==> src/hdl/swr_defines.svh <==
`ifndef SWR_DEFINES_SVH
`define SWR_DEFINES_SVH

// ==========================================
// Register indices, byte address is four times the index
`define SWR_IDX_CTL 6'h0b
`define SWR_IDX_CTL2 6'h0d
`define SWR_IDX_PDIR 6'h0e
`define SWR_IDX_STAT 6'h0f

// ==========================================
// Field positions
`define SWR_WARM_BIT 7
`define SWR_LEVEL_BIT 6
`define SWR_DLY_BIT 5
`define SWR_SRC_HI 4
`define SWR_SRC_LO 2
`define SWR_STOP_BIT 0
`define SWR_BUSY_BIT 1
`define SWR_PDIR_P2_HI 7
`define SWR_PDIR_P3_HI 10
`define SWR_PDIR_P3_LO 8
`define SWR_PDIR_P0B0 11
`define SWR_PDIR_P0B7 12

// ==========================================
// Reset values
`define SWR_SRC_RST 3'h0
`define SWR_LEVEL_RST 1'b0
`define SWR_DLY_RST 1'b1
`define SWR_PDIR_RST 13'h0000

// ==========================================
// Source codes
`define SWR_SRC_NONE 3'h0
`define SWR_SRC_1 3'h1
`define SWR_SRC_2 3'h2
`define SWR_SRC_3 3'h3
`define SWR_SRC_4 3'h4
`define SWR_SRC_5 3'h5
`define SWR_SRC_6 3'h6
`define SWR_SRC_7 3'h7

// ==========================================
// Wake-up delay timing
`define SWR_CLK_MHZ 250
`define SWR_TPOR_NS 1000
`define SWR_TPOR_CYC ((`SWR_TPOR_NS * `SWR_CLK_MHZ + 999) / 1000)
`define SWR_CNT_W 16

`endif

==> src/hdl/swr_pkg.sv <==
package swr_pkg;

   typedef enum logic [1:0] {
      SWR_RUN = 2'b00,
      SWR_STOP = 2'b01,
      SWR_WAKE_DLY = 2'b10
   } swr_state_t;

endpackage

==> src/hdl/swr_sync.sv <==
`timescale 1ns/1ns

// ==========================================
// Two-flop synchroniser, one chain per bit
module swr_sync #(
   parameter int W = 14
) (
   input wire logic pclk,
   input wire logic presetn,
   input wire logic [W-1:0] d,
   output logic [W-1:0] q
);

   genvar i;
   generate
      for (i = 0; i < W; i++) begin : g_bit
         logic meta;
         always_ff @(posedge pclk or negedge presetn) begin
            if (!presetn) begin
               meta <= 1'b0;
               q[i] <= 1'b0;
            end else begin
               meta <= d[i];
               q[i] <= meta;
            end
         end
      end
   endgenerate

endmodule

==> src/hdl/swr_delay.sv <==
`timescale 1ns/1ns
`include "swr_defines.svh"

// ==========================================
// Wake-up delay counter
module swr_delay #(
   parameter logic [`SWR_CNT_W-1:0] DLY_CYC = `SWR_CNT_W'(`SWR_TPOR_CYC)
) (
   input wire logic pclk,
   input wire logic presetn,
   input wire logic start,
   output logic busy
);

   logic [`SWR_CNT_W-1:0] count;

   always_ff @(posedge pclk or negedge presetn) begin
      if (!presetn) begin
         count <= '0;
      end else if (start) begin
         count <= DLY_CYC;
      end else if (count != '0) begin
         count <= count - `SWR_CNT_W'(1);
      end
   end

   assign busy = (count != '0);

endmodule

==> src/hdl/swr_top.sv <==
`timescale 1ns/1ns
`include "swr_defines.svh"

// How it works
// - Second register codes 0-4 pick wake logic
// - Codes 5-7 add port0 or port2 pins
// - Second register bit 6 sets level
// - Output pins excluded from second register logic
// - Main register bits 4..2 pick wake source
// - Port2 output bits read as inactive
// - Bit 5 enables wake delay, default one
// - Bit 6 sets wake level, default low
// - Bit 7 reads one after stop wake
module swr_top (
   input wire logic pclk,
   input wire logic presetn,
   input wire logic psel,
   input wire logic penable,
   input wire logic pwrite,
   input wire logic [7:0] paddr,
   input wire logic [31:0] pwdata,
   output logic [31:0] prdata,
   output logic pready,
   output logic pslverr,
   input wire logic [7:0] port2_pin,
   input wire logic [3:1] port3_pin,
   input wire logic port0_bit0,
   input wire logic port0_bit7,
   input wire logic ext_reset_n,
   output logic sys_clk_en,
   output logic cpu_run,
   output logic warm_start
);

   // ==========================================
   // Pin synchronisers
   logic [7:0] p2;
   logic [3:1] p3;
   logic p0b0;
   logic p0b7;
   logic ext_reset_n_s;

   swr_sync #(.W(14)) u_sync (
      .pclk(pclk),
      .presetn(presetn),
      .d({ext_reset_n, port0_bit7, port0_bit0, port3_pin, port2_pin}),
      .q({ext_reset_n_s, p0b7, p0b0, p3, p2})
   );

   logic ext_rst;
   assign ext_rst = !ext_reset_n_s;

   // ==========================================
   // APB decode
   function automatic logic hit(input logic [7:0] a, input logic [5:0] idx);
      hit = (a == {idx, 2'b00});
   endfunction

   logic sel_ctl;
   logic sel_ctl2;
   logic sel_pdir;
   logic sel_stat;
   logic mapped;
   logic wr_en;
   logic setup;

   assign sel_ctl = hit(paddr, `SWR_IDX_CTL);
   assign sel_ctl2 = hit(paddr, `SWR_IDX_CTL2);
   assign sel_pdir = hit(paddr, `SWR_IDX_PDIR);
   assign sel_stat = hit(paddr, `SWR_IDX_STAT);
   assign mapped = sel_ctl | sel_ctl2 | sel_pdir | sel_stat;
   assign wr_en = psel & penable & pwrite & mapped;
   assign setup = psel & !penable;
   assign pready = 1'b1;
   assign pslverr = psel & penable & !mapped;

   // ==========================================
   // Registers
   logic [2:0] src;
   logic level;
   logic dly_en;
   logic [2:0] src2;
   logic level2;
   logic [12:0] pdir;
   logic warm;
   swr_pkg::swr_state_t state;
   logic dly_busy;

   always_ff @(posedge pclk or negedge presetn) begin
      if (!presetn) begin
         src <= `SWR_SRC_RST;
         level <= `SWR_LEVEL_RST;
         dly_en <= `SWR_DLY_RST;
      end else if (wr_en && sel_ctl) begin
         src <= pwdata[`SWR_SRC_HI:`SWR_SRC_LO];
         level <= pwdata[`SWR_LEVEL_BIT];
         dly_en <= pwdata[`SWR_DLY_BIT];
      end
   end

   // Reserved bits are not stored
   always_ff @(posedge pclk or negedge presetn) begin
      if (!presetn) begin
         src2 <= `SWR_SRC_RST;
         level2 <= `SWR_LEVEL_RST;
      end else if (wr_en && sel_ctl2) begin
         src2 <= pwdata[`SWR_SRC_HI:`SWR_SRC_LO];
         level2 <= pwdata[`SWR_LEVEL_BIT];
      end
   end

   always_ff @(posedge pclk or negedge presetn) begin
      if (!presetn) begin
         pdir <= `SWR_PDIR_RST;
      end else if (wr_en && sel_pdir) begin
         pdir <= pwdata[`SWR_PDIR_P0B7:0];
      end
   end

   // ==========================================
   // Read data, captured in the setup cycle
   logic [31:0] next_prdata;

   always_comb begin
      next_prdata = '0;
      if (sel_ctl) begin
         next_prdata[`SWR_WARM_BIT] = warm;
         next_prdata[`SWR_LEVEL_BIT] = level;
         next_prdata[`SWR_DLY_BIT] = dly_en;
         next_prdata[`SWR_SRC_HI:`SWR_SRC_LO] = src;
      end else if (sel_pdir) begin
         next_prdata[`SWR_PDIR_P0B7:0] = pdir;
      end else if (sel_stat) begin
         next_prdata[`SWR_STOP_BIT] = (state == swr_pkg::SWR_STOP);
         next_prdata[`SWR_BUSY_BIT] = (state == swr_pkg::SWR_WAKE_DLY);
      end
   end

   always_ff @(posedge pclk or negedge presetn) begin
      if (!presetn) begin
         prdata <= '0;
      end else if (setup) begin
         prdata <= next_prdata;
      end
   end

   // ==========================================
   // Wake source logic
   logic [7:0] m2;
   logic [3:1] m3;
   logic [1:0] m0;

   assign m2 = pdir[`SWR_PDIR_P2_HI:0];
   assign m3 = pdir[`SWR_PDIR_P3_HI:`SWR_PDIR_P3_LO];
   assign m0 = {pdir[`SWR_PDIR_P0B7], pdir[`SWR_PDIR_P0B0]};

   // Masked inputs present the inactive value for the gate
   function automatic logic comb(input logic is_nand, input logic [7:0] b,
                                 input logic [7:0] m);
      if (is_nand) begin
         comb = ~&(b | m);
      end else begin
         comb = ~|(b & ~m);
      end
   endfunction

   logic two_out;
   logic two_hit;

   always_comb begin
      two_out = 1'b0;
      unique case (src2)
         `SWR_SRC_NONE: two_out = 1'b0;
         `SWR_SRC_1: two_out = comb(1'b1, {4'hf, p2[3:0]}, {4'hf, m2[3:0]});
         `SWR_SRC_2: two_out = comb(1'b1, p2, m2);
         `SWR_SRC_3: two_out = comb(1'b0, {5'h1f, p3}, {5'h1f, m3});
         `SWR_SRC_4: two_out = comb(1'b1, {5'h1f, p3}, {5'h1f, m3});
         `SWR_SRC_5: two_out = comb(1'b0, {3'h7, p0b7, p0b0, p3},
                                    {3'h7, m0, m3});
         `SWR_SRC_6: two_out = comb(1'b1, {3'h7, p0b7, p0b0, p3},
                                    {3'h7, m0, m3});
         `SWR_SRC_7: two_out = comb(1'b1, {2'h3, p2[2:0], p3},
                                    {2'h3, m2[2:0], m3});
      endcase
   end

   assign two_hit = (src2 != `SWR_SRC_NONE) && (two_out == level2);

   logic main_out;
   logic main_ok;
   logic main_hit;

   always_comb begin
      main_out = 1'b0;
      main_ok = 1'b1;
      unique case (src)
         `SWR_SRC_NONE: main_ok = 1'b0;
         `SWR_SRC_1: main_ok = 1'b0;
         `SWR_SRC_2: begin
            main_out = p3[1];
            main_ok = !m3[1];
         end
         `SWR_SRC_3: begin
            main_out = p3[2];
            main_ok = !m3[2];
         end
         `SWR_SRC_4: begin
            main_out = p3[3];
            main_ok = !m3[3];
         end
         `SWR_SRC_5: begin
            main_out = p2[7];
            main_ok = !m2[7];
         end
         `SWR_SRC_6: main_out = comb(1'b0, {4'h0, p2[3:0]}, {4'hf, m2[3:0]});
         `SWR_SRC_7: main_out = comb(1'b0, p2, m2);
      endcase
   end

   assign main_hit = main_ok && (main_out == level);

   logic wake;
   assign wake = main_hit | two_hit;

   // ==========================================
   // Stop sequencer
   logic stop_req;
   logic dly_start;
   swr_pkg::swr_state_t next_state;

   assign stop_req = wr_en && sel_stat && pwdata[`SWR_STOP_BIT];
   assign dly_start = (state == swr_pkg::SWR_STOP) && wake && dly_en && !ext_rst;

   always_comb begin
      next_state = state;
      unique case (state)
         swr_pkg::SWR_RUN: next_state = stop_req ? swr_pkg::SWR_STOP : swr_pkg::SWR_RUN;
         swr_pkg::SWR_STOP: begin
            if (wake) begin
               next_state = dly_en ? swr_pkg::SWR_WAKE_DLY : swr_pkg::SWR_RUN;
            end
         end
         swr_pkg::SWR_WAKE_DLY: next_state = dly_busy ? swr_pkg::SWR_WAKE_DLY : swr_pkg::SWR_RUN;
         default: next_state = swr_pkg::SWR_RUN;
      endcase
      if (ext_rst) begin
         next_state = swr_pkg::SWR_RUN;
      end
   end

   always_ff @(posedge pclk or negedge presetn) begin
      if (!presetn) begin
         state <= swr_pkg::SWR_RUN;
      end else begin
         state <= next_state;
      end
   end

   // Cold/warm start flag
   always_ff @(posedge pclk or negedge presetn) begin
      if (!presetn) begin
         warm <= 1'b0;
      end else if (ext_rst) begin
         warm <= 1'b0;
      end else if (state == swr_pkg::SWR_STOP && wake) begin
         warm <= 1'b1;
      end
   end

   swr_delay u_delay (
      .pclk(pclk),
      .presetn(presetn),
      .start(dly_start),
      .busy(dly_busy)
   );

   assign sys_clk_en = (state != swr_pkg::SWR_STOP);
   assign cpu_run = (state == swr_pkg::SWR_RUN);
   assign warm_start = warm;

   // ==========================================
   // Checks
   property p_clk_halt;
      @(posedge pclk) disable iff (!presetn)
      (state == swr_pkg::SWR_STOP) && !wake && !ext_rst |=> !sys_clk_en;
   endproperty
   a_clk_halt: assert property (p_clk_halt) else $error("clock runs in stop");
   property p_fast_wake;
      @(posedge pclk) disable iff (!presetn)
      (state == swr_pkg::SWR_STOP) && wake && !dly_en && !ext_rst |=> cpu_run && warm;
   endproperty
   a_fast_wake: assert property (p_fast_wake) else $error("fast wake failed");
   property p_slow_wake;
      @(posedge pclk) disable iff (!presetn)
      (state == swr_pkg::SWR_STOP) && wake && dly_en && !ext_rst
         |=> (!cpu_run && sys_clk_en) [*3];
   endproperty
   a_slow_wake: assert property (p_slow_wake) else $error("delay skipped");
   property p_warm_clear;
      @(posedge pclk) disable iff (!presetn)
      ext_rst |=> !warm_start && cpu_run;
   endproperty
   a_warm_clear: assert property (p_warm_clear) else $error("warm flag kept");
   property p_ctl2_wo;
      @(posedge pclk) disable iff (!presetn)
      setup && sel_ctl2 |=> prdata == 32'h0000_0000;
   endproperty
   a_ctl2_wo: assert property (p_ctl2_wo) else $error("write-only reg read");
   property p_two_none;
      @(posedge pclk) disable iff (!presetn)
      src2 == `SWR_SRC_NONE |-> !two_hit;
   endproperty
   a_two_none: assert property (p_two_none) else $error("code 000 wakes");
   property p_main_rsvd;
      @(posedge pclk) disable iff (!presetn)
      (src == `SWR_SRC_NONE || src == `SWR_SRC_1) |-> !main_hit;
   endproperty
   a_main_rsvd: assert property (p_main_rsvd) else $error("reserved code wakes");
   property p_out_ignored;
      @(posedge pclk) disable iff (!presetn)
      src == `SWR_SRC_6 && m2[0] && p2[0] && p2[3:1] == 3'h0 |-> main_out;
   endproperty
   a_out_ignored: assert property (p_out_ignored) else $error("output pin wakes");
   property p_level_wr;
      @(posedge pclk) disable iff (!presetn)
      wr_en && sel_ctl ##1 !psel ##1 setup && sel_ctl
         |=> prdata[`SWR_LEVEL_BIT] == $past(pwdata[`SWR_LEVEL_BIT], 3);
   endproperty
   a_level_wr: assert property (p_level_wr) else $error("level not stored");

endmodule

==> config.mk <==
export PLATFORM = sky130hd
export DESIGN_NAME = swr_top
export DESIGN_NICKNAME = d
export VERILOG_FILES = /design/src/hdl/swr_pkg.sv /design/src/hdl/swr_sync.sv /design/src/hdl/swr_delay.sv /design/src/hdl/swr_top.sv
export VERILOG_INCLUDE_DIRS = /design/src /design/src/hdl
export SDC_FILE = /design/constraint.sdc
export NUM_CORES = 1
export LEC_CHECK = 0
export BUFFER_PORTS_ARGS = -buffer_cell sky130_fd_sc_hd__buf_2
export CAP_MARGIN = 20
export CORE_UTILIZATION = 57
export DETAILED_ROUTE_END_ITERATION = 10
export GPL_TIMING_DRIVEN = 0
export PLACE_DENSITY = 0.85
export SLEW_MARGIN = 20
export SYNTH_ARGS = -nofsm -noshare
export SYNTH_HDL_FRONTEND = slang
export SYNTH_SLANG_ARGS = --single-unit
==> constraint.sdc <==
create_clock -name pclk -period 4.85 [get_ports pclk]
set_input_delay 0.7275 -clock pclk [delete_from_list [all_inputs] [get_ports pclk]]
set_output_delay 0.7275 -clock pclk [all_outputs]
set_load 0.005 [all_outputs]
Word level (Yosys, flattened, before mapping) --
Cells that the tools add are included.
Operators by class: $add $sub $neg 1, equal/unequal tests 25, mux-type cells 19, bitwise gates (word level) 22, reductions and logical operators 41
Operator list (count):
- bitwise OR 8 bit | 5
- AND reduction 8 bit | 5
- equality test 8 x 6 -> 1 bit, second input constant | 4
- 2-to-1 mux 16 bit | 2
- NOT 8 bit | 4
- OR reduction 8 bit | 4
- AND 8 bit | 3
- equality test 3 bit, second input constant | 8
- nonzero test 16 bit | 1
- subtractor 16 x 1 -> 16 bit, second input constant | 1
- zero test 1 bit | 15
- 2-to-1 mux 2 bit | 7
- equality test 3 x 2 -> 1 bit, second input constant | 4
- 2-to-1 mux 11 bit | 1
- logical AND 1 bit | 10
- AND 4 x 8 -> 8 bit | 1
- case mux 1 bit (8 select lines) | 1
- equality test 3 x 1 -> 1 bit, second input constant | 2
- zero test 3 bit | 2
- 2-to-1 mux 6 bit | 1
- case mux 1 bit (6 select lines) | 1
- case mux 2 bit (3 select lines) | 1
- AND 1 bit | 5
- 2-to-1 mux 5 bit | 1
- other kinds (13) | 19
Storage, ports and cells: register bits after elaboration 82, logic and storage cells 146

Longest topological paths before layout --
depth in word-level cells 12, depth in mapped cells 8, mapped depth without buffers 8

By module --
A second synthesis with hierarchy kept.
Second synthesis, totals: cell total of the unflattened synthesis 345, area total of the unflattened synthesis 3832.4 um^2
By module, submodules not included:
- swr_top | times used 1, cells an instance 222, area each 2192.1 um^2, sequential area each 952.2 um^2
- swr_delay | times used 1, cells an instance 95, area each 939.7 um^2, sequential area each 400.4 um^2
- swr_sync | times used 1, cells an instance 28, area each 700.7 um^2, sequential area each 700.7 um^2

Worst setup path after synthesis --
No wires, ideal clock.
path type input port to output port, start input port paddr[7], end output port pslverr, arrival 1857 ps, required time 4123 ps, setup slack 2266 ps, stages on the path 5, path buffers 1, cells stage by stage nor3b_1 -> nand2_1 -> nor3_1 -> clkbuf_1 -> nor4_1
Between the ends: longest elaborated chain between the ends 6, elaborated cells between the ends (all ways) 9
RTL lines:
- from (decl) | RTL line swr_top.sv:20 | input wire logic [7:0] paddr,
- equality test 8 x 6 -> 1 bit | RTL line swr_top.sv:56 | hit = (a == {idx, 2'b00});
- bitwise OR 1 bit (2 in a row) | RTL line swr_top.sv:71 | assign mapped = sel_ctl | sel_ctl2 | sel_pdir | sel_stat;
- bitwise OR 1 bit (*) | RTL line swr_top.sv:71
- zero test 1 bit (*) | RTL line swr_top.sv:75 | assign pslverr = psel & penable & !mapped;
- AND 1 bit (*) | RTL line swr_top.sv:75
- to (decl) | RTL line swr_top.sv:24 | output logic pslverr,
Every way passes the cells marked *; elsewhere a longest branch is shown, timed or not.

Final worst setup path --
Same ends and word-level chain as after synthesis.

==> summary.md <==
| Metric | Value |
|---|---|
| Status | completed |
| Ant diodes | 0 |
| Mapped cell area | approximately 0.0037 sq mm |
| Pwr dens | about 370 mW/mm^2 |
| Vias post-DR | 2747 |
| DR pass1 iterations | 4 |
| Final hold slack | between 0.3 and 0.4 ns |
| TNS Setup | 0 ns |
| CTS buffer count | 9 |
| Critical Path Sink Type | output port |
| Vias in the first global route | 2560 |
| Post-layout min period | ~3.2 ns |
| Clk slew on worst S/H paths | 0.09 ns |
| Setup bufs post-CTS | 0 |
| Compound-Gate Fraction of Synth Area | 11.41% |
| Avg WL per Cell | roughly 15 um |
| Post-synth ARST share | 100.0% |
| Worst Setup EP | pslverr |
| Top cell type's share of synthesized area | 55.01% |
| Final ANT Viol Nets | 0 |
| R2R depth | 8 |
| Synth top area cells | dfrtp_1 55%, mux2_2 7.0%, buf_4 4.1% |
| I/O Pins | 96 |
| Syn_area_per_cell | between 10 and 15 sq um |
| Total grt overflow | 0 |
| Slew HR | between 50% and 60% |
| Antenna violations before repair | 0 |
| CP Launch Point | paddr[7] |
| Skew final | between 0.01 and 0.015 ns |
| Net Sw Frac | between 20% and 30% |
| Max-Cap Viols | 0 |
| Die W | between 80 and 90 um |
| Area leader, netlist | dfrtp_1 |
| Gate power share | about 18% |
| Cells after Synth | 333 |
| RSZ-0062 raised after global routing | no |
| Worst reg-to-reg setup slack | 2.55 ns |
| PortBufs | 56 |
| Maximum buffer depth of the clock tree | 2 |
| All-Layer GR Usage | 24.75% |
| Core area | 0.006061 sq mm |
| Maximum clock rate | about 320 MHz |
| Worst slew pin tran | about 0.6 ns |
| Final setup fails | 0 |
| Nets | between 400 and 500 |
| Fillcell total | 420 |
| Pleak | about 2.1 nW |
| CTS sink count | 82 |
| CTS tree | done |
| Final worst-path cycle share | roughly two thirds |
| Synthesis-stage register bit count | 82 |
| Design Power | 1.621 mW |
| Largest net degree at the start of global routing | 50 |
| Final slew viol count | 0 |
| Max VDD drop | approximately 250 uV |
| P&R area growth vs syn | 18.23% |
| Int Power | around 1.1 mW |
| Sequential Power Share | 52.1% |
| RR Startpoint | u_delay.count[1] |
| Min-delay worst type | primary input to asynchronous set/reset pin |
| Design area | between 0.004 and 0.005 sq mm |
| Inst Count DP | ~480 |
| Initial Utilization | around three fifths |
| Yosys warnings | 0 |
| CTS H-tree lvls | 3 |
| CP arrival | 2.44 ns |
| Average vias per placed instance | ~5.5 |
| Routed wire length | 7481 um |
| Placed instance area | between 0.004 and 0.005 sq mm |
| Clock Latency Late Sink | roughly 0.35 ns |
| # DRC | 0 |
| Cts repair resizes | 0 |
| Fin cells | approximately 500 |
| Simple-gate share of the synthesized area | 14.53% |
| CP startpoint kind | primary input |
| Share of cells above drive strength 1 | between 20% and 30% |
| Multiplexer share of the synthesized area | 8.387% |
| Post-CTS Hold Buffers | 0 |
| Endpoints failing hold | 0 |
| Seq/Total Area, Yosys | about 56% |
| 1st-iter DRT viols | 220 |
| Worst EP required | a little over 4 ns |
| Worst r2r dst | u_delay.count[2] |
| Crit Path Max Fanout | 10 |
| Die ar. | about 0.0068 sq mm |
| EDFF count, synth | 0 |
| Root Buffer | clkbuf_8 |
| Hpwl dp | roughly 5500 um |
| XOR/XNOR Fraction of Synth Area | ~3.1% |
| Clock power share | between 30% and 40% |
| Number of core rows | 28 |
| Die height | 82.40 um |
| Main combinational cell family by area after synthesis | simple AND/OR/NAND/NOR gates |
| Post-Synth Adder-Cell Area | 0.3396% |
| Top FF cell, synth | dfrtp_1 |
| Commonest cells post-synth | 81 x dfrtp_1, 30 x nand2_1, 27 x nor2_1 |
| Top-count cell post-synth | dfrtp_1 |
| RePlAce Congestion | slightly above 0.8 |
| First-pass GRT wire length | about 12000 um |
| Net switching power of the design | 477.5 uW |
| Post-synthesis cell type count | 53 |
| Crit Path Category | primary input to output port |
worst max-delay path, cell delays in order:
cell and delay [ns]:
buf_2 0.10, nor3b_1 0.39, nand2_1 0.12, nor3_1 0.46
clkbuf_1 0.40, nor4_1 0.10, buf_2 0.15
state kept, by name, summed over array words and instances, names as in the netlist:
register,flops
pdir,13
src2,3
dly_en,1
src,3
prdata,13
level,1
u_delay.count,16
u_sync.g_bit.meta,14
state,2
level2,1
warm_start,1
u_sync.q,14
how the worst min path moves through the flow:
stage	start	cells past startpoint	slack, ns	end
2_1_floorplan	u_sync.g_bit[0].meta	0	0.33	u_sync.q[0]
3_3_place_gp	u_sync.g_bit[1].meta	0	0.33	u_sync.q[1]
3_5_place_dp	u_sync.g_bit[2].meta	0	0.33	u_sync.q[2]
4_1_cts	presetn	1	0.32	pdir[8]
5_1_grt	presetn	1	0.33	u_sync.g_bit[8].meta
6_report	presetn	1	0.32	u_sync.q[12]
cells in the final DEF (no fill, tap or decap), types with 3 or more instances in the layout:
cell type  Yosys  final
dfrtp_1       81     81
buf_2          3     58
nand2_1       30     30
nor2_1        27     27
mux2_2        23     23
buf_4         20     21
conb_1         2     20
a21oi_1       16     16
inv_1         13     13
o21ai_0       10     10
clkbuf_8       0      9
nor2b_1        8      8
nor3_1         8      8
xnor2_1        8      8
nand3_1        7      7
o22ai_1        7      7
nand2b_1       5      5
xor2_1         5      5
mux2i_1        5      5
a221oi_1       5      5
clkbuf_1       4      4
nor3b_1        3      3
and3_1         3      3
o221ai_1       3      3
or3_1          3      3
power groups by stage:
stage                     Combinational, mW  Clock [mW]  Sequential (mW)
after detailed placement              0.283           0            0.856
after floorplan                       0.206           0            0.837
after global routing                  0.321       0.534            0.856
after global placement                0.265           0            0.848
after CTS                             0.285       0.502            0.842
final                                 0.283       0.493            0.845
area by class of cell:
cell class	count	area (sq um)	share of cell area (%)
repair buffers	57	310.3	7.122
plain buffers	28	183.9	4.222
clock buffers	9	123.9	2.843
well taps	75	93.84	2.154
clock inverters	7	76.32	1.752
inverters	13	48.80	1.120
multi-input cells	228	1466	33.66
flip-flops and latches	82	2053	47.13
per-layer routing:
layer  part of all wire, %  vias to the layer above  GRT usage (%)
met5                     0                        -              0
met4                   1.9                        0          9.649
met1                    44                     1318          32.40
met2                    47                      108          39.59
li1                      -                     1306              -
met3                   6.7                       15          6.264
kinds of logic after synthesis:
kind of cell,Yosys count
mux,28
buf+inv,41
fa+ha+maj,1
simple gates,105
xor+xnor,13
compound gates,61
flops,82
other cells,2
through the flow:
stage / util [%] / setup WS, ns
floorplan: - / 2.266
global placement: 68.08 / 1.759
detailed placement: 68.58 / 1.704
CTS: 71.88 / 1.699
global route: 71.88 / 1.472
finish: 71.88 / 1.682
(Power assumes the default switching activity.)
